===== src/shared/pwmctl_pkg.sv =====
/*
 * pwmctl_pkg: register indices, field positions, codes and handover
 * constants for the waveform timer control-register front end.
 * Assumes registers sit on a 32-bit APB, one register per aligned word,
 * byte address = index * 4.
 */
package pwmctl_pkg;

	// ------------------------------------------------------------
	// register indices (byte address is four times the index)
	// ------------------------------------------------------------
	localparam logic [5:0] IDX_CLOCK_ENABLE   = 6'h00;
	localparam logic [5:0] IDX_WAVEFORM_MODE  = 6'h01;
	localparam logic [5:0] IDX_OUTPUT_ROUTE   = 6'h02;
	localparam logic [5:0] IDX_OVERRIDE_VALUE = 6'h03;
	localparam logic [5:0] IDX_COMMAND_STROBE = 6'h04;
	localparam logic [5:0] IDX_STATUS         = 6'h0E;
	localparam logic [5:0] IDX_CMP_FIRST      = 6'h28;
	localparam logic [5:0] IDX_CMP_LAST       = 6'h2F;
	localparam logic [2:0] CMP_A_CLEAR_HIGH   = 3'h3;
	localparam logic [2:0] CMP_B_CLEAR_HIGH   = 3'h7;
	localparam logic [2:0] CMP_B_OFFSET       = 3'h4;

	// ------------------------------------------------------------
	// field positions and reset values
	// ------------------------------------------------------------
	localparam int ENABLE_BIT     = 0;
	localparam int HANDOVER_LSB   = 1;
	localparam int COUNTER_LSB    = 3;
	localparam int SOURCE_LSB     = 5;
	localparam int OVERRIDE_BIT   = 0;
	localparam int AUTO_LOAD_BIT  = 1;
	localparam int FIFTY_BIT      = 3;
	localparam int ROUTE_C_BIT    = 6;
	localparam int ROUTE_D_BIT    = 7;
	localparam int STOP_EOC_BIT   = 7;
	localparam int CMD_EOC_LOAD   = 0;
	localparam int CMD_LOAD_NOW   = 1;
	localparam int CMD_RESTART    = 2;
	localparam int CMD_CAPTURE_A  = 3;
	localparam int CMD_CAPTURE_B  = 4;
	localparam int CMD_WIDTH      = 5;
	localparam int STAT_EN_IDLE   = 0;
	localparam int STAT_CMD_IDLE  = 1;
	localparam logic [7:0] REG_RESET = 8'h00;

	// ------------------------------------------------------------
	// codes
	// ------------------------------------------------------------
	typedef enum logic [1:0] {
		internal_fast_oscillator = 2'h0,
		source_reserved          = 2'h1,
		external_clock_input     = 2'h2,
		system_clock_source      = 2'h3
	} pwmctl_source_t;

	typedef enum logic [1:0] {
		single_ramp_mode  = 2'h0,
		double_ramp_mode  = 2'h1,
		quad_ramp_mode    = 2'h2,
		up_down_slope_mode = 2'h3
	} pwmctl_mode_t;

	// cycle phase reported by the ramp engine
	localparam logic [1:0] PHASE_DEAD_A = 2'h0;
	localparam logic [1:0] PHASE_ON_A   = 2'h1;
	localparam logic [1:0] PHASE_DEAD_B = 2'h2;
	localparam logic [1:0] PHASE_ON_B   = 2'h3;

	// counter divider codes and their terminal counts
	localparam logic [1:0] CNT_DIV1  = 2'h0;
	localparam logic [1:0] CNT_DIV4  = 2'h1;
	localparam logic [1:0] CNT_DIV32 = 2'h2;
	localparam logic [4:0] CNT_LAST4  = 5'h03;
	localparam logic [4:0] CNT_LAST32 = 5'h1F;

	// timer ticks a value needs to cross into the timer domain
	localparam int HANDOVER_STAGES = 2;

endpackage


===== src/design/pwmctl_top.sv =====
/*
 * pwmctl_top: control-register front end of a 12-bit waveform timer.
 * Holds the five control registers, the enable and command handovers into
 * the timer domain, clock source choice and prescalers, compare write
 * mirroring and the output override and routing stage.
 * Assumes an APB master on sys_clk, a ramp engine on sys_clk that reports
 * cycle end, phase and default waveform levels, and clock sources that
 * arrive as plain levels to be sampled.
 */
`timescale 1ns/10ps
`default_nettype none

// Function
// - clock source code 0 internal oscillator, 2 external clock, 3 system clock
// - counter divider code 0,1,2 divides counter clock by 1, 4, 32
// - handover divider codes 0..3 divide timer clock by 1, 2, 4, 8
// - enable passes a synchroniser; timer runs only on the synchronised value
// - clock and divider fields writable only while disabled; enable writable except while an enable handover is pending
// - mode code 0 one-ramp, 1 two-ramp, 2 four-ramp, 3 dual-slope
// - outputs C and D carry waveform A on zero, waveform B on one
// - fifty-percent bit mirrors compare B set/clear writes into compare A
// - auto-update: writing compare B clear high requests end-of-cycle load
// - fifty plus auto-update: writing compare A clear high requests load too
// - override bit makes waveforms A and B take per-phase nibble levels
// - low nibble is A, high nibble B; bits 0..3 are DEAD_TIME_A, ON_TIME_A, DEAD_TIME_B, ON_TIME_B
// - one-ramp: A uses bit1 dead, bit0 on; B uses bit3 dead, bit2 on
// - stop strobe disables timer at cycle end; enable idle low until then
// - stop strobe ignored while an enable handover is in progress
// - capture strobes copy counter to capture A or B after handover
// - restart strobe restarts counter once it reaches timer domain
// - immediate load strobe loads buffered registers once handed over
// - end-of-cycle load strobe loads buffered registers at next cycle end
// - command strobes ignored while an earlier command is being handed over
module pwmctl_top
	import pwmctl_pkg::*;
#(
	parameter int HANDOVER_TICKS = HANDOVER_STAGES
) (
	input  wire logic        sys_clk,
	input  wire logic        nrst,
	input  wire logic [7:0]  paddr,
	input  wire logic        psel,
	input  wire logic        penable,
	input  wire logic        pwrite,
	input  wire logic [31:0] pwdata,
	output logic      [31:0] prdata,
	output logic             pready,
	output logic             pslverr,
	input  wire logic        fast_osc_in,
	input  wire logic        ext_clk_in,
	input  wire logic        cycle_end,
	input  wire logic [1:0]  phase,
	input  wire logic        wave_a_in,
	input  wire logic        wave_b_in,
	output logic             timer_tick,
	output logic             counter_tick,
	output logic             timer_running,
	output pwmctl_mode_t     waveform_mode,
	output logic             waveform_output_a,
	output logic             waveform_output_b,
	output logic             waveform_output_c,
	output logic             waveform_output_d,
	output logic             capture_a_pulse,
	output logic             capture_b_pulse,
	output logic             restart_pulse,
	output logic             buffer_load_pulse,
	output logic [7:0]       cmp_wr_strobe,
	output logic [7:0]       cmp_wr_data
);

	// ------------------------------------------------------------
	// bus decode
	// ------------------------------------------------------------
	logic [5:0] idx;
	logic       wr_en;
	logic       mapped;
	logic       is_cmp;
	logic [2:0] cmp_sel;
	logic [7:0] wbyte;

	assign idx     = paddr[7:2];
	assign wbyte   = pwdata[7:0];
	assign is_cmp  = (idx >= IDX_CMP_FIRST) && (idx <= IDX_CMP_LAST);
	assign cmp_sel = idx[2:0];
	assign mapped  = (idx <= IDX_COMMAND_STROBE) || (idx == IDX_STATUS) || is_cmp;
	assign wr_en   = psel && penable && pwrite && mapped;
	// zero wait states; errors only on unmapped addresses
	assign pready  = 1'b1;
	assign pslverr = psel && penable && !mapped;

	// ------------------------------------------------------------
	// registers
	// ------------------------------------------------------------
	logic           enable_reg;
	pwmctl_source_t clock_source_field;
	logic [1:0]     counter_divider_field;
	logic [1:0]     handover_divider_field;
	pwmctl_mode_t   mode_reg;
	logic           output_d_route;
	logic           output_c_route;
	logic           fifty_reg;
	logic           auto_load_request;
	logic           output_level_override;
	logic [3:0]     waveform_a_override_nibble;
	logic [3:0]     waveform_b_override_nibble;
	logic [CMD_WIDTH-1:0] cmd_reg;
	logic           stop_at_cycle_end;
	logic           timer_enable_reg;
	logic           en_pending_reg;
	logic           eoc_armed_reg;
	logic           enable_handover_idle;
	logic           command_handover_idle;
	logic           stop_done;
	logic           cmd_accept;

	assign enable_handover_idle  = !en_pending_reg && !stop_at_cycle_end;
	assign command_handover_idle = (cmd_reg == '0) && !eoc_armed_reg;
	assign stop_done = stop_at_cycle_end && cycle_end && timer_enable_reg;

	// enable bit: a write during a running handover is dropped to keep the
	// two domains from disagreeing
	always_ff @(posedge sys_clk or negedge nrst) begin
		if (!nrst) begin
			enable_reg <= 1'b0;
		end else if (stop_done) begin
			enable_reg <= 1'b0;
		end else if (wr_en && idx == IDX_CLOCK_ENABLE && !en_pending_reg) begin
			enable_reg <= wbyte[ENABLE_BIT];
		end
	end

	always_ff @(posedge sys_clk or negedge nrst) begin
		if (!nrst) begin
			clock_source_field     <= internal_fast_oscillator;
			counter_divider_field  <= CNT_DIV1;
			handover_divider_field <= 2'h0;
		end else if (wr_en && idx == IDX_CLOCK_ENABLE && !enable_reg && !timer_enable_reg) begin
			clock_source_field     <= pwmctl_source_t'(wbyte[SOURCE_LSB +: 2]);
			counter_divider_field  <= wbyte[COUNTER_LSB +: 2];
			handover_divider_field <= wbyte[HANDOVER_LSB +: 2];
		end
	end

	always_ff @(posedge sys_clk or negedge nrst) begin
		if (!nrst) begin
			mode_reg <= single_ramp_mode;
		end else if (wr_en && idx == IDX_WAVEFORM_MODE) begin
			mode_reg <= pwmctl_mode_t'(wbyte[1:0]);
		end
	end

	always_ff @(posedge sys_clk or negedge nrst) begin
		if (!nrst) begin
			output_d_route        <= 1'b0;
			output_c_route        <= 1'b0;
			fifty_reg             <= 1'b0;
			auto_load_request     <= 1'b0;
			output_level_override <= 1'b0;
		end else if (wr_en && idx == IDX_OUTPUT_ROUTE) begin
			output_d_route        <= wbyte[ROUTE_D_BIT];
			output_c_route        <= wbyte[ROUTE_C_BIT];
			fifty_reg             <= wbyte[FIFTY_BIT];
			auto_load_request     <= wbyte[AUTO_LOAD_BIT];
			output_level_override <= wbyte[OVERRIDE_BIT];
		end
	end

	always_ff @(posedge sys_clk or negedge nrst) begin
		if (!nrst) begin
			waveform_a_override_nibble <= 4'h0;
			waveform_b_override_nibble <= 4'h0;
		end else if (wr_en && idx == IDX_OVERRIDE_VALUE) begin
			waveform_a_override_nibble <= wbyte[3:0];
			waveform_b_override_nibble <= wbyte[7:4];
		end
	end

	// ------------------------------------------------------------
	// read path, registered during the setup cycle
	// ------------------------------------------------------------
	logic [7:0] rbyte;

	always_comb begin
		rbyte = REG_RESET;
		case (idx)
			IDX_CLOCK_ENABLE: begin
				rbyte[ENABLE_BIT]          = enable_reg;
				rbyte[HANDOVER_LSB +: 2]   = handover_divider_field;
				rbyte[COUNTER_LSB +: 2]    = counter_divider_field;
				rbyte[SOURCE_LSB +: 2]     = clock_source_field;
			end
			IDX_WAVEFORM_MODE: begin
				rbyte[1:0] = mode_reg;
			end
			IDX_OUTPUT_ROUTE: begin
				rbyte[ROUTE_D_BIT]   = output_d_route;
				rbyte[ROUTE_C_BIT]   = output_c_route;
				rbyte[FIFTY_BIT]     = fifty_reg;
				rbyte[AUTO_LOAD_BIT] = auto_load_request;
				rbyte[OVERRIDE_BIT]  = output_level_override;
			end
			IDX_OVERRIDE_VALUE: begin
				rbyte = {waveform_b_override_nibble, waveform_a_override_nibble};
			end
			IDX_COMMAND_STROBE: begin
				rbyte[STOP_EOC_BIT]  = stop_at_cycle_end;
				rbyte[CMD_WIDTH-1:0] = cmd_reg;
			end
			IDX_STATUS: begin
				rbyte[STAT_EN_IDLE]  = enable_handover_idle;
				rbyte[STAT_CMD_IDLE] = command_handover_idle;
			end
			default: begin
				rbyte = REG_RESET;
			end
		endcase
	end

	always_ff @(posedge sys_clk or negedge nrst) begin
		if (!nrst) begin
			prdata <= '0;
		end else if (psel && !penable) begin
			prdata <= {24'h00_0000, rbyte};
		end
	end

	// ------------------------------------------------------------
	// clock source and prescalers
	// ------------------------------------------------------------
	logic [2:0] osc_sync;
	logic [2:0] ext_sync;
	logic       source_tick;
	logic [2:0] hand_div;
	logic [4:0] cnt_div;
	logic       hand_hit;

	// two flops before use; the third only delays for edge detection
	always_ff @(posedge sys_clk or negedge nrst) begin
		if (!nrst) begin
			osc_sync <= 3'h0;
			ext_sync <= 3'h0;
		end else begin
			osc_sync <= {osc_sync[1:0], fast_osc_in};
			ext_sync <= {ext_sync[1:0], ext_clk_in};
		end
	end

	always_comb begin
		case (clock_source_field)
			internal_fast_oscillator: source_tick = osc_sync[1] && !osc_sync[2];
			external_clock_input:     source_tick = ext_sync[1] && !ext_sync[2];
			system_clock_source:      source_tick = 1'b1;
			default:                  source_tick = 1'b0;
		endcase
	end

	// handover divider: 1, 2, 4 or 8 source ticks per timer tick
	always_comb begin
		case (handover_divider_field)
			2'h0:    hand_hit = 1'b1;
			2'h1:    hand_hit = hand_div[0];
			2'h2:    hand_hit = &hand_div[1:0];
			default: hand_hit = &hand_div;
		endcase
	end

	assign timer_tick = source_tick && hand_hit;

	always_ff @(posedge sys_clk or negedge nrst) begin
		if (!nrst) begin
			hand_div <= 3'h0;
		end else if (source_tick) begin
			hand_div <= hand_hit ? 3'h0 : hand_div + 3'h1;
		end
	end

	logic cnt_hit;

	always_comb begin
		case (counter_divider_field)
			CNT_DIV1:  cnt_hit = 1'b1;
			CNT_DIV4:  cnt_hit = cnt_div >= CNT_LAST4;
			CNT_DIV32: cnt_hit = cnt_div >= CNT_LAST32;
			default:   cnt_hit = 1'b0;
		endcase
	end

	always_ff @(posedge sys_clk or negedge nrst) begin
		if (!nrst) begin
			cnt_div <= 5'h00;
		end else if (timer_tick) begin
			cnt_div <= cnt_hit ? 5'h00 : cnt_div + 5'h01;
		end
	end

	assign timer_running = timer_enable_reg;
	assign counter_tick  = timer_tick && cnt_hit && timer_enable_reg;

	// ------------------------------------------------------------
	// enable handover and stop at cycle end
	// ------------------------------------------------------------
	logic [3:0] en_cnt;
	logic       en_arrive;

	assign en_arrive = en_pending_reg && timer_tick && (en_cnt >= 4'(HANDOVER_TICKS - 1));

	always_ff @(posedge sys_clk or negedge nrst) begin
		if (!nrst) begin
			en_pending_reg <= 1'b0;
		end else if (wr_en && idx == IDX_CLOCK_ENABLE && !en_pending_reg
			&& wbyte[ENABLE_BIT] != enable_reg) begin
			en_pending_reg <= 1'b1;
		end else if (en_arrive) begin
			en_pending_reg <= 1'b0;
		end
	end

	always_ff @(posedge sys_clk or negedge nrst) begin
		if (!nrst) begin
			en_cnt <= 4'h0;
		end else if (!en_pending_reg || en_arrive) begin
			en_cnt <= 4'h0;
		end else if (timer_tick) begin
			en_cnt <= en_cnt + 4'h1;
		end
	end

	// timer side copy of enable; only this is used to run the timer
	always_ff @(posedge sys_clk or negedge nrst) begin
		if (!nrst) begin
			timer_enable_reg <= 1'b0;
		end else if (stop_done) begin
			timer_enable_reg <= 1'b0;
		end else if (en_arrive) begin
			timer_enable_reg <= enable_reg;
		end
	end

	always_ff @(posedge sys_clk or negedge nrst) begin
		if (!nrst) begin
			stop_at_cycle_end <= 1'b0;
		end else if (stop_done || !timer_enable_reg) begin
			stop_at_cycle_end <= 1'b0;
		end else if (wr_en && idx == IDX_COMMAND_STROBE && wbyte[STOP_EOC_BIT]
			&& !en_pending_reg) begin
			stop_at_cycle_end <= 1'b1;
		end
	end

	// ------------------------------------------------------------
	// command strobes
	// ------------------------------------------------------------
	logic [3:0] cmd_cnt;
	logic       auto_load;
	logic       cmd_write;

	assign cmd_write  = wr_en && idx == IDX_COMMAND_STROBE && command_handover_idle;
	assign cmd_accept = (cmd_reg != '0) && timer_tick && (cmd_cnt >= 4'(HANDOVER_TICKS - 1));
	assign auto_load  = wr_en && is_cmp && auto_load_request
		&& ((cmp_sel == CMP_B_CLEAR_HIGH)
		|| (fifty_reg && cmp_sel == CMP_A_CLEAR_HIGH));

	// a new request only lands while idle, so accept and set never collide,
	// except the auto request, which is ORed in after the clear
	always_ff @(posedge sys_clk or negedge nrst) begin
		if (!nrst) begin
			cmd_reg <= '0;
		end else begin
			if (cmd_accept) begin
				cmd_reg <= '0;
			end else if (cmd_write) begin
				cmd_reg <= wbyte[CMD_WIDTH-1:0];
			end
			if (auto_load) begin
				cmd_reg[CMD_EOC_LOAD] <= 1'b1;
			end
		end
	end

	always_ff @(posedge sys_clk or negedge nrst) begin
		if (!nrst) begin
			cmd_cnt <= 4'h0;
		end else if (cmd_reg == '0 || cmd_accept) begin
			cmd_cnt <= 4'h0;
		end else if (timer_tick) begin
			cmd_cnt <= cmd_cnt + 4'h1;
		end
	end

	always_ff @(posedge sys_clk or negedge nrst) begin
		if (!nrst) begin
			eoc_armed_reg <= 1'b0;
		end else if (cmd_accept && cmd_reg[CMD_EOC_LOAD]) begin
			eoc_armed_reg <= 1'b1;
		end else if (cycle_end) begin
			eoc_armed_reg <= 1'b0;
		end
	end

	always_ff @(posedge sys_clk or negedge nrst) begin
		if (!nrst) begin
			capture_a_pulse   <= 1'b0;
			capture_b_pulse   <= 1'b0;
			restart_pulse     <= 1'b0;
			buffer_load_pulse <= 1'b0;
		end else begin
			capture_a_pulse   <= cmd_accept && cmd_reg[CMD_CAPTURE_A];
			capture_b_pulse   <= cmd_accept && cmd_reg[CMD_CAPTURE_B];
			restart_pulse     <= cmd_accept && cmd_reg[CMD_RESTART];
			buffer_load_pulse <= (cmd_accept && cmd_reg[CMD_LOAD_NOW])
				|| (eoc_armed_reg && cycle_end);
		end
	end

	// ------------------------------------------------------------
	// compare writes with mirroring
	// ------------------------------------------------------------
	always_ff @(posedge sys_clk or negedge nrst) begin
		if (!nrst) begin
			cmp_wr_strobe <= 8'h00;
			cmp_wr_data   <= 8'h00;
		end else begin
			cmp_wr_strobe <= 8'h00;
			if (wr_en && is_cmp) begin
				cmp_wr_data            <= wbyte;
				cmp_wr_strobe[cmp_sel] <= 1'b1;
				if (fifty_reg && cmp_sel >= CMP_B_OFFSET) begin
					cmp_wr_strobe[cmp_sel - CMP_B_OFFSET] <= 1'b1;
				end
			end
		end
	end

	// ------------------------------------------------------------
	// output override and routing
	// ------------------------------------------------------------
	logic level_a;
	logic level_b;

	always_comb begin
		level_a = wave_a_in;
		level_b = wave_b_in;
		if (output_level_override) begin
			if (mode_reg == single_ramp_mode) begin
				case (phase)
					PHASE_DEAD_A: level_a = waveform_a_override_nibble[1];
					PHASE_ON_A:   level_a = waveform_a_override_nibble[0];
					PHASE_DEAD_B: level_b = waveform_b_override_nibble[3];
					PHASE_ON_B:   level_b = waveform_b_override_nibble[2];
					default:      level_a = wave_a_in;
				endcase
			end else begin
				level_a = waveform_a_override_nibble[phase];
				level_b = waveform_b_override_nibble[phase];
			end
		end
	end

	always_ff @(posedge sys_clk or negedge nrst) begin
		if (!nrst) begin
			waveform_output_a <= 1'b0;
			waveform_output_b <= 1'b0;
			waveform_output_c <= 1'b0;
			waveform_output_d <= 1'b0;
		end else begin
			waveform_output_a <= level_a;
			waveform_output_b <= level_b;
			waveform_output_c <= output_c_route ? level_b : level_a;
			waveform_output_d <= output_d_route ? level_b : level_a;
		end
	end

	assign waveform_mode = mode_reg;

endmodule
`default_nettype wire


===== config.mk =====
export PLATFORM = sky130hd
export DESIGN_NAME = pwmctl_top
export DESIGN_NICKNAME = d
export VERILOG_FILES = /design/src/shared/pwmctl_pkg.sv /design/src/design/pwmctl_top.sv
export SDC_FILE = /design/constraint.sdc
export NUM_CORES = 1
export LEC_CHECK = 0
export ABC_AREA = 1
export ABC_CLOCK_PERIOD_IN_PS = 2100
export BUFFER_PORTS_ARGS = -buffer_cell sky130_fd_sc_hd__buf_4
export CORE_MARGIN = 2
export CORE_UTILIZATION = 50
export CTS_CLUSTER_SIZE = 20
export DETAILED_ROUTE_END_ITERATION = 10
export HOLD_SLACK_MARGIN = 0.06
export PLACE_DENSITY = 0.76
export SLEW_MARGIN = 20
export SYNTH_ARGS = -nofsm -noshare
export SYNTH_HDL_FRONTEND = slang
export SYNTH_SLANG_ARGS = --single-unit

===== constraint.sdc =====
create_clock -name sys_clk -period 2.1 [get_ports sys_clk]
set_input_delay 0 -clock sys_clk [delete_from_list [all_inputs] [get_ports sys_clk]]
set_output_delay 0 -clock sys_clk [all_outputs]
set_load 0.01 [all_outputs]

==> impl_metrics.xml, run 1 <==
<?xml version="1.0" encoding="UTF-8"?>
<metrics>
  <group name="outcome">
    <metric name="run_status" unit="">finished, final reports clean</metric>
  </group>
  <group name="pwr">
    <metric name="power" unit="W">0.00372</metric>
    <metric name="total_leakage_power" unit="nW">2.75</metric>
    <metric name="vdd_ir_drop_max" unit="mV">0.579</metric>
    <metric name="power.density_cell_area" unit="nW/um^2">716</metric>
  </group>
  <group name="floorplan">
    <metric name="design.portCount" unit="">115</metric>
    <metric name="core_footprint" unit="sq um">8180</metric>
    <metric name="placementRows" unit="">33</metric>
    <metric name="die_area" unit="sq um">9180</metric>
    <metric name="initial_core_util" unit="%">51.6</metric>
    <metric name="die_h" unit="um">95.8</metric>
    <metric name="die_x" unit="um">95.8</metric>
  </group>
  <group name="worst_setup_path">
    <metric name="critical_path.endpoint_type" unit="">output pin</metric>
    <metric name="crit_arrival" unit="ns">2.04</metric>
    <metric name="timing_worst_setup_path_type" unit="">reg2out</metric>
    <metric name="critical_path_peak_fanout" unit="">5</metric>
    <metric name="startpoint_type" unit="">flip-flop</metric>
    <metric name="rr_startpoint" unit="">hand_div[0]</metric>
    <metric name="critPathRequiredTime" unit="ns">2.10</metric>
    <metric name="worst_setup_path_startpoint" unit="">cnt_div[0]</metric>
  </group>
  <group name="layout">
    <metric name="num_antenna_cells" unit="">0</metric>
    <metric name="layout-drive-gt1-share" unit="%">20.3</metric>
    <metric name="post-route-util" unit="%">63.5</metric>
    <metric name="most_used_cells_in_the_layout_excluding_fill_and_tap_cells" unit="">sky130_fd_sc_hd__nand2_1 (126), sky130_fd_sc_hd__dfrtp_1 (85), sky130_fd_sc_hd__buf_4 (70)</metric>
    <metric name="syn_to_final_growth" unit="%">23.1</metric>
    <metric name="top_regs" unit="">cmp_wr_data (8), cmp_wr_strobe (8), prdata (8)</metric>
    <metric name="finish.net_count" unit="">653</metric>
    <metric name="most_frequent_standard_cell_in_the_layout_excluding_fill_and_tap_cells" unit="">sky130_fd_sc_hd__nand2_1</metric>
  </group>
  <group name="detailed_routing">
    <metric name="routed_wl" unit="mm">9.48</metric>
    <metric name="drt-initial-drc-count" unit="">253</metric>
    <metric name="route.detailed.drc" unit="">0</metric>
    <metric name="vias" unit="">3533</metric>
    <metric name="routedWlPerCell" unit="um">13.5</metric>
    <metric name="route.antenna.remaining_nets" unit="">0</metric>
    <metric name="vias_per_cell" unit="">5.05</metric>
    <metric name="drt-pass1-iter-count" unit="">5</metric>
  </group>
  <group name="grt">
    <metric name="grt_use_met2" unit="%">36.6</metric>
    <metric name="antenna_violations_before_repair" unit="">0</metric>
    <metric name="grt_pass1_vias" unit="">3347</metric>
    <metric name="busiest_layer" unit="">met2</metric>
    <metric name="grt.met1_usage" unit="%">29.9</metric>
    <metric name="grtUsageMet3" unit="%">4.54</metric>
    <metric name="maximum_number_of_pins_on_one_net_before_global_route_repair" unit="">47</metric>
    <metric name="globalRoute.totalOverflow" unit="">0</metric>
    <metric name="first_pass_grt_wire_length" unit="mm">15.8</metric>
    <metric name="global_route.usage.total" unit="%">22.4</metric>
  </group>
  <group name="clock_network">
    <metric name="cts.root.buffer_cell" unit="">sky130_fd_sc_hd__clkbuf_8</metric>
    <metric name="cts_sinks" unit="">85</metric>
    <metric name="worstSkewPairLatency" unit="ns">0.35</metric>
    <metric name="tritoncts" unit="">done</metric>
    <metric name="cts.htree.levels" unit="">3</metric>
    <metric name="cts.reportedPaths.clkPinSlew" unit="ns">0.08</metric>
    <metric name="tritoncts_buffer_count" unit="">9</metric>
    <metric name="cts_buffer_depth" unit="">2</metric>
  </group>
  <group name="timing">
    <metric name="timing.max_slew.rel_slack" unit="%">59.2</metric>
    <metric name="final_max_slew_viol_count" unit="">0</metric>
    <metric name="report.final.hold_viol_count" unit="">0</metric>
    <metric name="achievable-frequency" unit="MHz">489</metric>
    <metric name="final.min_clock_period" unit="ns">2.04</metric>
    <metric name="tns" unit="ns">0</metric>
    <metric name="min_period_over_period" unit="%">97.3</metric>
    <metric name="setup-violations-final" unit="">0</metric>
    <metric name="final.setup_skew" unit="ns">0.0103</metric>
    <metric name="worst_slew_pin_slew" unit="ns">0.610</metric>
  </group>
  <group name="logic_synthesis">
    <metric name="synth_cell_type_count" unit="">39</metric>
    <metric name="synthDominantCellAreaShare" unit="%">50.5</metric>
    <metric name="synth_area_leader_cell" unit="">sky130_fd_sc_hd__dfrtp_1</metric>
    <metric name="avgSynthCellArea" unit="sq um">8.50</metric>
    <metric name="portion_of_the_post_synthesis_area_used_by_sequential_elements" unit="%">50.5</metric>
    <metric name="count_of_warnings_emitted_by_yosys" unit="">0</metric>
    <metric name="synthesis.area" unit="sq um">4220</metric>
    <metric name="netlist_instances" unit="">496</metric>
    <metric name="yosys_register_bits" unit="">85</metric>
    <metric name="synthTopCellsByArea" unit="">sky130_fd_sc_hd__dfrtp_1 (50%), sky130_fd_sc_hd__nand2_1 (11%), sky130_fd_sc_hd__inv_1 (5.0%)</metric>
  </group>
  <group name="min_path">
    <metric name="worst_hold_startpoint" unit="">psel</metric>
    <metric name="hold_path.class" unit="">in2reg</metric>
  </group>
  <group name="placement">
    <metric name="place.gp.congestion" unit="">0.915</metric>
    <metric name="detailed_place_hpwl" unit="mm">6.85</metric>
    <metric name="placement.io_buffers" unit="">63</metric>
  </group>
  <group name="job">
    <metric name="max_cap_viol_count" unit="">0</metric>
  </group>
</metrics>
path summary, 6_finish.rpt:
path                       slack [ns]  cells after the start             end
max in group asynchronous        1.30                      3  cmp_wr_data[5]
min                              0.12                      5       prdata[6]
min reg2reg                      0.35                      0     osc_sync[1]
min in group asynchronous        0.17                      2       en_cnt[1]
max                              0.06                      8    counter_tick
max reg2reg                      0.26                      9       en_cnt[0]
synth_stat cells, drive strengths merged:
cell type	instances
nor4	1
buf	29
xnor2	1
o21bai	1
nor3	4
nor3b	1
xor2	2
o21ai	52
nand2	135
inv	60
a31oi	1
or2	1
o2111ai	2
clkbuf	1
nand3b	1
nand4	7
a22oi	1
nor2	53
conb	2
and3	1
dfrtp	85
a22o	2
nand3	33
o22ai	1
ha	10
a21oi	9
where the power goes:
group	switching, W	total, W	internal, W
logic	0.000414	0.000658	0.000244
clock network	0.000566	0.00126	0.000690
registers	0.0000655	0.00180	0.00174
final cells by class:
type,count,area [sq um]
inverters,60,231
repair buffers,91,746
multi-input cells,344,1740
clock buffers,10,138
well taps,105,131
fillers,704,2990
clock inverters,5,75.1
flip-flops and latches,85,2130
layer usage:
| layer | up-vias | wire length [um] |
|---|---|---|
| met2 | 129 | 4620 |
| li1 | 1719 | - |
| met3 | 12 | 599 |
| met5 | - | 0 |
| met1 | 1673 | 4100 |
| met4 | 0 | 162 |
what timing repair did:
item,4_1_cts,5_1_grt
endpoints found under the setup margin,1,2
setup buffers,0,7
hold buffers,20,0
pin swaps,0,1
gates resized for setup,2,2
endpoints found under the hold margin,89,0
cell families (layout without fill, tap and decap cells):
kind of cell,after synthesis,count (layout),synth area share (%)
adders and majority gates,10,10,2.97
xor gates and xnor gates,3,3,0.623
buffers and inverters,90,166,10.6
DFF,85,85,50.5
and+or+nand+nor,237,237,25.7
other,2,25,0.178
AOI/OAI and AO/OA,69,69,9.44
per-stage QoR:
step	setup WS (ns)	cells	cell area, sq um	hold WS (ns)
after global placement	0.289	658	4710	0.0106
after detailed placement	0.213	658	4710	0.0179
after global routing	-0.00938	700	5190	0.166
final	0.0565	700	5190	0.121
after CTS	0.0226	693	5130	0.106
after floorplan	0.422	519	4300	-0.296
worst max-delay path, stage by stage (launching register included):
cell	delay (ns)
sky130_fd_sc_hd__dfrtp_1	0.43
sky130_fd_sc_hd__ha_2	0.21
sky130_fd_sc_hd__nand2_1	0.08
sky130_fd_sc_hd__nor2_1	0.05
sky130_fd_sc_hd__ha_1	0.18
sky130_fd_sc_hd__or2_2	0.33
sky130_fd_sc_hd__o21ai_4	0.20
sky130_fd_sc_hd__nor3b_1	0.08
sky130_fd_sc_hd__buf_4	0.15
(Power assumes the default switching activity.)
==> inputs of run 2 (changes only) <==
--- a/config.mk
+++ b/config.mk
@@ -14,6 +14,7 @@
 export DETAILED_ROUTE_END_ITERATION = 10
 export HOLD_SLACK_MARGIN = 0.06
 export PLACE_DENSITY = 0.76
+export REMOVE_ABC_BUFFERS = 1
 export SLEW_MARGIN = 20
 export SYNTH_ARGS = -nofsm -noshare
 export SYNTH_HDL_FRONTEND = slang
==> run 2 against run 1 <==
  * Die area did not move
  * Setup slack improved by 0.035 ns
  * Critical path depth fell by 1
  * Fmax rose by 1.8%
  * Highest routed layer unchanged
==> impl_metrics.xml, run 2 (synthesized netlist as in run 1, its figures left out) <==
<?xml version="1.0" encoding="UTF-8"?>
<metrics>
  <group name="outcome">
    <metric name="run_status" unit="">finished, final reports clean</metric>
  </group>
  <group name="worst_setup_path">
    <metric name="crit_arrival" unit="ns">2.01</metric>
    <metric name="reg2regPathDepth" unit="">9</metric>
    <metric name="worst_setup_path_startpoint" unit="">hand_div[0]</metric>
    <metric name="startpoint_type" unit="">flip-flop</metric>
    <metric name="critical_path.endpoint_type" unit="">output pin</metric>
    <metric name="critical_path_peak_fanout" unit="">13</metric>
    <metric name="critPathRequiredTime" unit="ns">2.10</metric>
    <metric name="rr_startpoint" unit="">hand_div[0]</metric>
    <metric name="timing_worst_setup_path_type" unit="">reg2out</metric>
  </group>
  <group name="layout">
    <metric name="layout.cell_area.non_filler" unit="sq um">5120</metric>
    <metric name="layout-drive-gt1-share" unit="%">20.0</metric>
    <metric name="finish.net_count" unit="">648</metric>
    <metric name="top_regs" unit="">cmp_wr_data (8), cmp_wr_strobe (8), prdata (8)</metric>
    <metric name="filler_cell_count" unit="">690</metric>
    <metric name="num_antenna_cells" unit="">0</metric>
    <metric name="syn_to_final_growth" unit="%">21.6</metric>
    <metric name="most_frequent_standard_cell_in_the_layout_excluding_fill_and_tap_cells" unit="">sky130_fd_sc_hd__nand2_1</metric>
    <metric name="post-route-util" unit="%">62.7</metric>
    <metric name="most_used_cells_in_the_layout_excluding_fill_and_tap_cells" unit="">sky130_fd_sc_hd__nand2_1 (126), sky130_fd_sc_hd__dfrtp_1 (85), sky130_fd_sc_hd__buf_4 (67)</metric>
  </group>
  <group name="timing">
    <metric name="timing.max_slew.rel_slack" unit="%">66.5</metric>
    <metric name="report.final.hold_viol_count" unit="">0</metric>
    <metric name="final.min_clock_period" unit="ns">2.01</metric>
    <metric name="minimum_setup_slack_in_the_final_design" unit="ns">0.0917</metric>
    <metric name="setup-violations-final" unit="">0</metric>
    <metric name="final_max_slew_viol_count" unit="">0</metric>
    <metric name="achievable-frequency" unit="MHz">498</metric>
    <metric name="worst_slew_pin_slew" unit="ns">0.501</metric>
    <metric name="min_period_over_period" unit="%">95.6</metric>
    <metric name="final.setup_skew" unit="ns">0.00776</metric>
  </group>
  <group name="grt">
    <metric name="first_pass_grt_wire_length" unit="mm">15.0</metric>
    <metric name="grt_pass1_vias" unit="">3225</metric>
    <metric name="globalRoute.totalOverflow" unit="">0</metric>
    <metric name="antenna_violations_before_repair" unit="">0</metric>
    <metric name="global_route.usage.total" unit="%">21.4</metric>
    <metric name="maximum_number_of_pins_on_one_net_before_global_route_repair" unit="">86</metric>
  </group>
  <group name="placement">
    <metric name="placement.io_buffers" unit="">63</metric>
    <metric name="postPlaceCellArea" unit="sq um">4710</metric>
    <metric name="setup_slack_at_placement" unit="ns">0.213</metric>
    <metric name="place.gp.congestion" unit="">0.844</metric>
    <metric name="detailed_place_hpwl" unit="mm">6.77</metric>
  </group>
  <group name="floorplan">
    <metric name="die_h" unit="um">95.8</metric>
    <metric name="core_footprint" unit="sq um">8180</metric>
    <metric name="die_x" unit="um">95.8</metric>
    <metric name="placementRows" unit="">33</metric>
    <metric name="die_area" unit="sq um">9180</metric>
    <metric name="initial_core_util" unit="%">51.6</metric>
    <metric name="design.portCount" unit="">115</metric>
  </group>
  <group name="clock_network">
    <metric name="cts.htree.levels" unit="">3</metric>
    <metric name="tritoncts_buffer_count" unit="">9</metric>
    <metric name="cts_buffer_depth" unit="">2</metric>
    <metric name="cts.reportedPaths.clkPinSlew" unit="ns">0.08</metric>
    <metric name="tritoncts" unit="">done</metric>
    <metric name="cts_sinks" unit="">85</metric>
    <metric name="cts.root.buffer_cell" unit="">sky130_fd_sc_hd__clkbuf_8</metric>
    <metric name="worstSkewPairLatency" unit="ns">0.35</metric>
  </group>
  <group name="pwr">
    <metric name="vdd_ir_drop_max" unit="mV">0.475</metric>
    <metric name="total_leakage_power" unit="nW">2.72</metric>
    <metric name="power.density_cell_area" unit="nW/um^2">700</metric>
  </group>
  <group name="detailed_routing">
    <metric name="drt-pass1-iter-count" unit="">4</metric>
    <metric name="vias_per_cell" unit="">5.03</metric>
    <metric name="routed_wl" unit="mm">9.38</metric>
    <metric name="vias" unit="">3499</metric>
    <metric name="route.antenna.remaining_nets" unit="">0</metric>
    <metric name="routedWlPerCell" unit="um">13.5</metric>
    <metric name="route.detailed.drc" unit="">0</metric>
    <metric name="drt-initial-drc-count" unit="">164</metric>
  </group>
  <group name="min_path">
    <metric name="worst_hold_startpoint" unit="">penable</metric>
    <metric name="hold_path.class" unit="">in2reg</metric>
    <metric name="hold-path-cell-count" unit="">5</metric>
  </group>
  <group name="job">
    <metric name="max_cap_viol_count" unit="">0</metric>
  </group>
</metrics>
-- run 2: where the power goes --
| group | internal [W] | switching, W | total, W |
|---|---|---|---|
| clock network | 0.000575 | 0.000563 | 0.00114 |
| registers | 0.00174 | 0.0000678 | 0.00180 |
| logic | 0.000239 | 0.000405 | 0.000644 |
-- run 2: through the flow --
stage          instances  hold WS, ns  TNS (ns)  power, W
4_1_cts              693        0.107         0   0.00360
5_1_grt              696        0.119   -0.0137   0.00378
2_1_floorplan        489       -0.296         0   0.00219
3_3_place_gp         659       0.0677         0   0.00242
3_5_place_dp         659       0.0722         0   0.00245
6_report             696        0.115         0   0.00359
-- run 2: final timing paths --
path	slack [ns]	to
worst max-delay path	0.09	timer_tick
worst min-delay path	0.11	prdata[3]
min in group asynchronous	0.21	en_cnt[1]
max in group asynchronous	1.55	waveform_a_override_nibble[0]
worst min register to register	0.35	ext_sync[1]
worst max register to register	0.19	en_cnt[0]
-- run 2: layout make-up --
| cell class | instances | area, sq um | share of cell area (%) |
|---|---|---|---|
| clock buffers | 11 | 141 | 2.76 |
| inverters | 60 | 231 | 4.52 |
| flip-flops and latches | 85 | 2130 | 41.5 |
| well taps | 105 | 131 | 2.56 |
| repair buffers | 86 | 703 | 13.7 |
| clock inverters | 5 | 50.0 | 0.977 |
| multi-input cells | 344 | 1740 | 34.0 |
-- run 2: worst max-delay path, cell delays in order, from the launching register on --
cell and delay (ns):
sky130_fd_sc_hd__dfrtp_1 0.40, sky130_fd_sc_hd__ha_1 0.23, sky130_fd_sc_hd__ha_1 0.19, sky130_fd_sc_hd__inv_1 0.05
sky130_fd_sc_hd__o21ai_1 0.09, sky130_fd_sc_hd__nand2_2 0.20, sky130_fd_sc_hd__clkinvlp_4 0.28, sky130_fd_sc_hd__buf_4 0.22
-- run 2: routing by layer --
metal	part of all wire, %	GRT usage (%)	vias up
met5	0	0	-
met4	1.8	7.98	0
met3	6.7	3.13	17
met2	49	35.1	117
met1	43	28.8	1651
li1	-	-	1714
-- run 2: timing repair --
item                                    in CTS  in global routing
hold endpoints to repair                   132                  0
pin swaps                                    0                  1
resized for setup                            2                  2
buffers inserted                             0                  3
hold buffers                                18                  0
endpoints found under the setup margin       1                  2
==> inputs of run 3 (changes only) <==
--- a/config.mk
+++ b/config.mk
@@ -5,7 +5,6 @@
 export SDC_FILE = /design/constraint.sdc
 export NUM_CORES = 1
 export LEC_CHECK = 0
-export ABC_AREA = 1
 export ABC_CLOCK_PERIOD_IN_PS = 2100
 export BUFFER_PORTS_ARGS = -buffer_cell sky130_fd_sc_hd__buf_4
 export CORE_MARGIN = 2
@@ -15,6 +14,7 @@
 export HOLD_SLACK_MARGIN = 0.06
 export PLACE_DENSITY = 0.76
 export REMOVE_ABC_BUFFERS = 1
+export SETUP_SLACK_MARGIN = 0.3
 export SLEW_MARGIN = 20
 export SYNTH_ARGS = -nofsm -noshare
 export SYNTH_HDL_FRONTEND = slang
==> run 3 against run 2 <==
  * Combinational power down 17%
  * Non-clock buffer count up 26
  * Fmax up 3.0%
  * First-iteration DRC count up 56%
  * Via count down 10%
  * Area after synthesis down 3.5%
  * Clock skew down 0.0016 ns
  * Register-to-register slack better by 0.03 ns
  * Flip-flop and latch count unchanged
  * Die area down 3.4%
  * Critical path type unchanged
  * Largest cell class unchanged
==> impl_metrics.xml, run 3 <==
<?xml version="1.0" encoding="UTF-8"?>
<metrics>
  <group name="logic_synthesis">
    <metric name="synth_flop_type" unit="">sky130_fd_sc_hd__dfrtp_1</metric>
    <metric name="count_of_warnings_emitted_by_yosys" unit="">0</metric>
    <metric name="synth.top_cells.by_count" unit="">sky130_fd_sc_hd__dfrtp_1 (85), sky130_fd_sc_hd__mux2_2 (33), sky130_fd_sc_hd__buf_4 (25), sky130_fd_sc_hd__nand2_1 (24), sky130_fd_sc_hd__nor2_1 (24)</metric>
    <metric name="post_synth_xor_area_fraction" unit="%">0.215</metric>
    <metric name="async_reset_ff_share" unit="%">100</metric>
    <metric name="yosys.area_share.adder" unit="%">3.08</metric>
    <metric name="netlist_instances" unit="">355</metric>
    <metric name="portion_of_the_post_synthesis_area_used_by_sequential_elements" unit="%">52.3</metric>
    <metric name="synth_simple_gate_area_share" unit="%">14.5</metric>
    <metric name="synthDominantCellAreaShare" unit="%">52.3</metric>
    <metric name="synth_compound_area_share" unit="%">10.2</metric>
    <metric name="yosys-mux-area-fraction" unit="%">13.1</metric>
    <metric name="yosys.cell_count.top_type" unit="">sky130_fd_sc_hd__dfrtp_1</metric>
    <metric name="synth_top_family_by_area" unit="">simple AND/OR/NAND/NOR gates</metric>
    <metric name="synth_area_leader_cell" unit="">sky130_fd_sc_hd__dfrtp_1</metric>
    <metric name="avgSynthCellArea" unit="sq um">11.5</metric>
    <metric name="synthesis.area" unit="sq um">4070</metric>
    <metric name="number_of_flops_mapped_to_enable_cells_by_yosys" unit="">0</metric>
    <metric name="synthTopCellsByArea" unit="">sky130_fd_sc_hd__dfrtp_1 (52%), sky130_fd_sc_hd__mux2_2 (9.1%), sky130_fd_sc_hd__buf_4 (4.6%)</metric>
    <metric name="synth_cell_type_count" unit="">49</metric>
    <metric name="yosys_register_bits" unit="">85</metric>
  </group>
  <group name="placement">
    <metric name="detailed_place_hpwl" unit="mm">6.32</metric>
    <metric name="setup_slack_at_placement" unit="ns">0.0833</metric>
    <metric name="placement.io_buffers" unit="">63</metric>
    <metric name="place.gp.congestion" unit="">0.930</metric>
  </group>
  <group name="worst_setup_path">
    <metric name="cell_with_the_largest_stage_delay_on_the_worst_path" unit="">sky130_fd_sc_hd__dfrtp_1</metric>
    <metric name="critPathRequiredTime" unit="ns">2.10</metric>
    <metric name="crit_arrival" unit="ns">1.95</metric>
    <metric name="critical-path-top-delay-family" unit="">flip-flops</metric>
    <metric name="reg2regPathDepth" unit="">10</metric>
    <metric name="regToRegEndpoint" unit="">buffer_load_pulse</metric>
    <metric name="r2r_slack" unit="ns">0.22</metric>
    <metric name="timing_worst_setup_path_type" unit="">reg2out</metric>
    <metric name="timing.critical_path.buf_inv" unit="">1</metric>
    <metric name="rr_startpoint" unit="">hand_div[0]</metric>
    <metric name="critical-path-max-stage-delay" unit="ns">0.41</metric>
    <metric name="dominant_cell_type_by_count_on_the_critical_path" unit="">sky130_fd_sc_hd__and3_4</metric>
    <metric name="worst_setup_path_startpoint" unit="">cnt_div[0]</metric>
    <metric name="critical_path.endpoint_type" unit="">output pin</metric>
    <metric name="cp_cell_instances" unit="">ha_2 -&gt; and3_4 -&gt; ha_4 -&gt; a311oi_2 -&gt; o22ai_2 -&gt; and3_4 -&gt; buf_6</metric>
    <metric name="startpoint_type" unit="">flip-flop</metric>
    <metric name="worstSetupPathDepth" unit="">7</metric>
    <metric name="critical_path_peak_fanout" unit="">3</metric>
    <metric name="critical_path_capture_point" unit="">counter_tick</metric>
  </group>
  <group name="layout">
    <metric name="finish.net_count" unit="">530</metric>
    <metric name="layout.area.seq" unit="sq um">2130</metric>
    <metric name="filler_cell_count" unit="">571</metric>
    <metric name="syn_to_final_growth" unit="%">32.8</metric>
    <metric name="multi_input_area" unit="sq um">1960</metric>
    <metric name="layout-drive-gt1-share" unit="%">38.5</metric>
    <metric name="post-route-util" unit="%">69.2</metric>
    <metric name="top_regs" unit="">cmp_wr_data (8), cmp_wr_strobe (8), prdata (8)</metric>
    <metric name="num_antenna_cells" unit="">0</metric>
    <metric name="most_used_cells_in_the_layout_excluding_fill_and_tap_cells" unit="">sky130_fd_sc_hd__dfrtp_1 (85), sky130_fd_sc_hd__buf_4 (77), sky130_fd_sc_hd__mux2_2 (32)</metric>
    <metric name="most_frequent_standard_cell_in_the_layout_excluding_fill_and_tap_cells" unit="">sky130_fd_sc_hd__dfrtp_1</metric>
  </group>
  <group name="detailed_routing">
    <metric name="drt-pass1-iter-count" unit="">4</metric>
    <metric name="vias" unit="">3136</metric>
    <metric name="drt-initial-drc-count" unit="">256</metric>
    <metric name="vias_per_cell" unit="">5.45</metric>
    <metric name="route.antenna.remaining_nets" unit="">0</metric>
    <metric name="route.detailed.drc" unit="">0</metric>
    <metric name="routedWlPerCell" unit="um">17.0</metric>
    <metric name="routed_wl" unit="mm">9.80</metric>
  </group>
  <group name="floorplan">
    <metric name="die_area" unit="sq um">8870</metric>
    <metric name="initial_core_util" unit="%">52.1</metric>
    <metric name="core_footprint" unit="sq um">7810</metric>
    <metric name="design.portCount" unit="">115</metric>
    <metric name="die_h" unit="um">94.2</metric>
    <metric name="placementRows" unit="">32</metric>
    <metric name="die_x" unit="um">94.2</metric>
  </group>
  <group name="clock_network">
    <metric name="cts.reportedPaths.clkPinSlew" unit="ns">0.09</metric>
    <metric name="cts.root.buffer_cell" unit="">sky130_fd_sc_hd__clkbuf_8</metric>
    <metric name="cts_buffer_depth" unit="">2</metric>
    <metric name="tritoncts" unit="">done</metric>
    <metric name="cts.htree.levels" unit="">3</metric>
    <metric name="worstSkewPairLatency" unit="ns">0.35</metric>
    <metric name="tritoncts_buffer_count" unit="">9</metric>
    <metric name="cts_sinks" unit="">85</metric>
  </group>
  <group name="outcome">
    <metric name="run_status" unit="">finished, final reports clean</metric>
  </group>
  <group name="min_path">
    <metric name="hold_path.class" unit="">in2reg</metric>
    <metric name="worst_hold_startpoint" unit="">paddr[6]</metric>
    <metric name="hold-path-cell-count" unit="">4</metric>
  </group>
  <group name="job">
    <metric name="max_cap_viol_count" unit="">0</metric>
  </group>
  <group name="timing">
    <metric name="minimum_setup_slack_in_the_final_design" unit="ns">0.151</metric>
    <metric name="worst_slew_pin_slew" unit="ns">0.766</metric>
    <metric name="min_period_over_period" unit="%">92.8</metric>
    <metric name="timing.max_slew.rel_slack" unit="%">48.2</metric>
    <metric name="report.final.hold_viol_count" unit="">0</metric>
    <metric name="final.setup_skew" unit="ns">0.00619</metric>
    <metric name="tns" unit="ns">0</metric>
    <metric name="final.min_clock_period" unit="ns">1.95</metric>
    <metric name="achievable-frequency" unit="MHz">513</metric>
    <metric name="grt_setup_unrepaired" unit="">yes</metric>
    <metric name="setup-violations-final" unit="">0</metric>
    <metric name="final_max_slew_viol_count" unit="">0</metric>
  </group>
  <group name="pwr">
    <metric name="vdd_ir_drop_max" unit="mV">0.400</metric>
    <metric name="power.density_cell_area" unit="nW/um^2">641</metric>
    <metric name="power" unit="W">0.00346</metric>
    <metric name="total_leakage_power" unit="nW">2.59</metric>
  </group>
  <group name="grt">
    <metric name="global_route.usage.total" unit="%">22.3</metric>
    <metric name="maximum_number_of_pins_on_one_net_before_global_route_repair" unit="">86</metric>
    <metric name="antenna_violations_before_repair" unit="">0</metric>
    <metric name="grt_pass1_vias" unit="">3052</metric>
    <metric name="globalRoute.totalOverflow" unit="">0</metric>
    <metric name="first_pass_grt_wire_length" unit="mm">15.2</metric>
  </group>
</metrics>
## run 3: power by group
group | switching [W] | internal, W | total (W) | leakage [nW]
sequential | 0.0000735 | 0.00171 | 0.00178 | 1.15
clock | 0.000596 | 0.000553 | 0.00115 | 0.0960
combinational | 0.000282 | 0.000250 | 0.000532 | 1.34
total | 0.000951 | 0.00251 | 0.00346 | 2.59
## run 3: routing by layer
| layer | vias up | routed length [um] | global-route usage (%) |
|---|---|---|---|
| li1 | 1458 | - | - |
| met1 | 1558 | 4260 | 30.9 |
| met2 | 105 | 4850 | 36.0 |
| met3 | 15 | 523 | 3.21 |
| met4 | 0 | 172 | 7.85 |
| met5 | - | 0 | 0 |
## run 3: repair_timing
item	CTS	global route
buffers inserted	14	2
setup endpoints to repair	24	26
pin swaps	9	17
gates resized for setup	21	33
hold buffers	24	0
endpoints found under the hold margin	139	0
## run 3: final cells by class
type	count	share of cell area, %
sequential	85	39.4
multi-input combinational	249	36.2
timing repair buffer	112	17.6
tap	102	2.36
clock buffer	9	2.29
clock inverter	7	1.34
inverter	11	0.765
## run 3: per-stage QoR
step | cell area (sq um) | cells | hold WS (ns)
2_1_floorplan | 3930 | 345 | -0.296
3_5_place_dp | 4610 | 519 | 0.0658
5_1_grt | 5400 | 575 | 0.0846
4_1_cts | 5240 | 573 | 0.0630
6_report | 5400 | 575 | 0.0761
3_3_place_gp | 4610 | 519 | 0.0637
## run 3: cells by family (layout without fill, tap and decap cells)
logic type,Yosys count,after routing
compound gates,61,61
xor+xnor,1,1
fa+ha+maj,10,10
buf+inv,44,139
flops,85,85
mux,45,45
other cells,2,25
simple gates,107,107
## run 3: how the worst min path moves through the flow
stage                        endpoint  slack (ns)
CTS                 stop_at_cycle_end        0.06
global route        stop_at_cycle_end        0.08
global placement           cnt_div[1]        0.06
finish              stop_at_cycle_end        0.08
detailed placement         cnt_div[1]        0.07
floorplan           auto_load_request       -0.30
## run 3: worst reg2reg max path, stage by stage, from the launching register on
cell	delay (ns)
sky130_fd_sc_hd__dfrtp_1	0.43
sky130_fd_sc_hd__ha_4	0.19
sky130_fd_sc_hd__ha_4	0.15
sky130_fd_sc_hd__mux2i_2	0.16
sky130_fd_sc_hd__a21oi_2	0.09
sky130_fd_sc_hd__nand2b_1	0.12
sky130_fd_sc_hd__buf_4	0.13
sky130_fd_sc_hd__buf_6	0.10
sky130_fd_sc_hd__buf_6	0.14
sky130_fd_sc_hd__nor2_4	0.05
sky130_fd_sc_hd__a22o_1	0.22
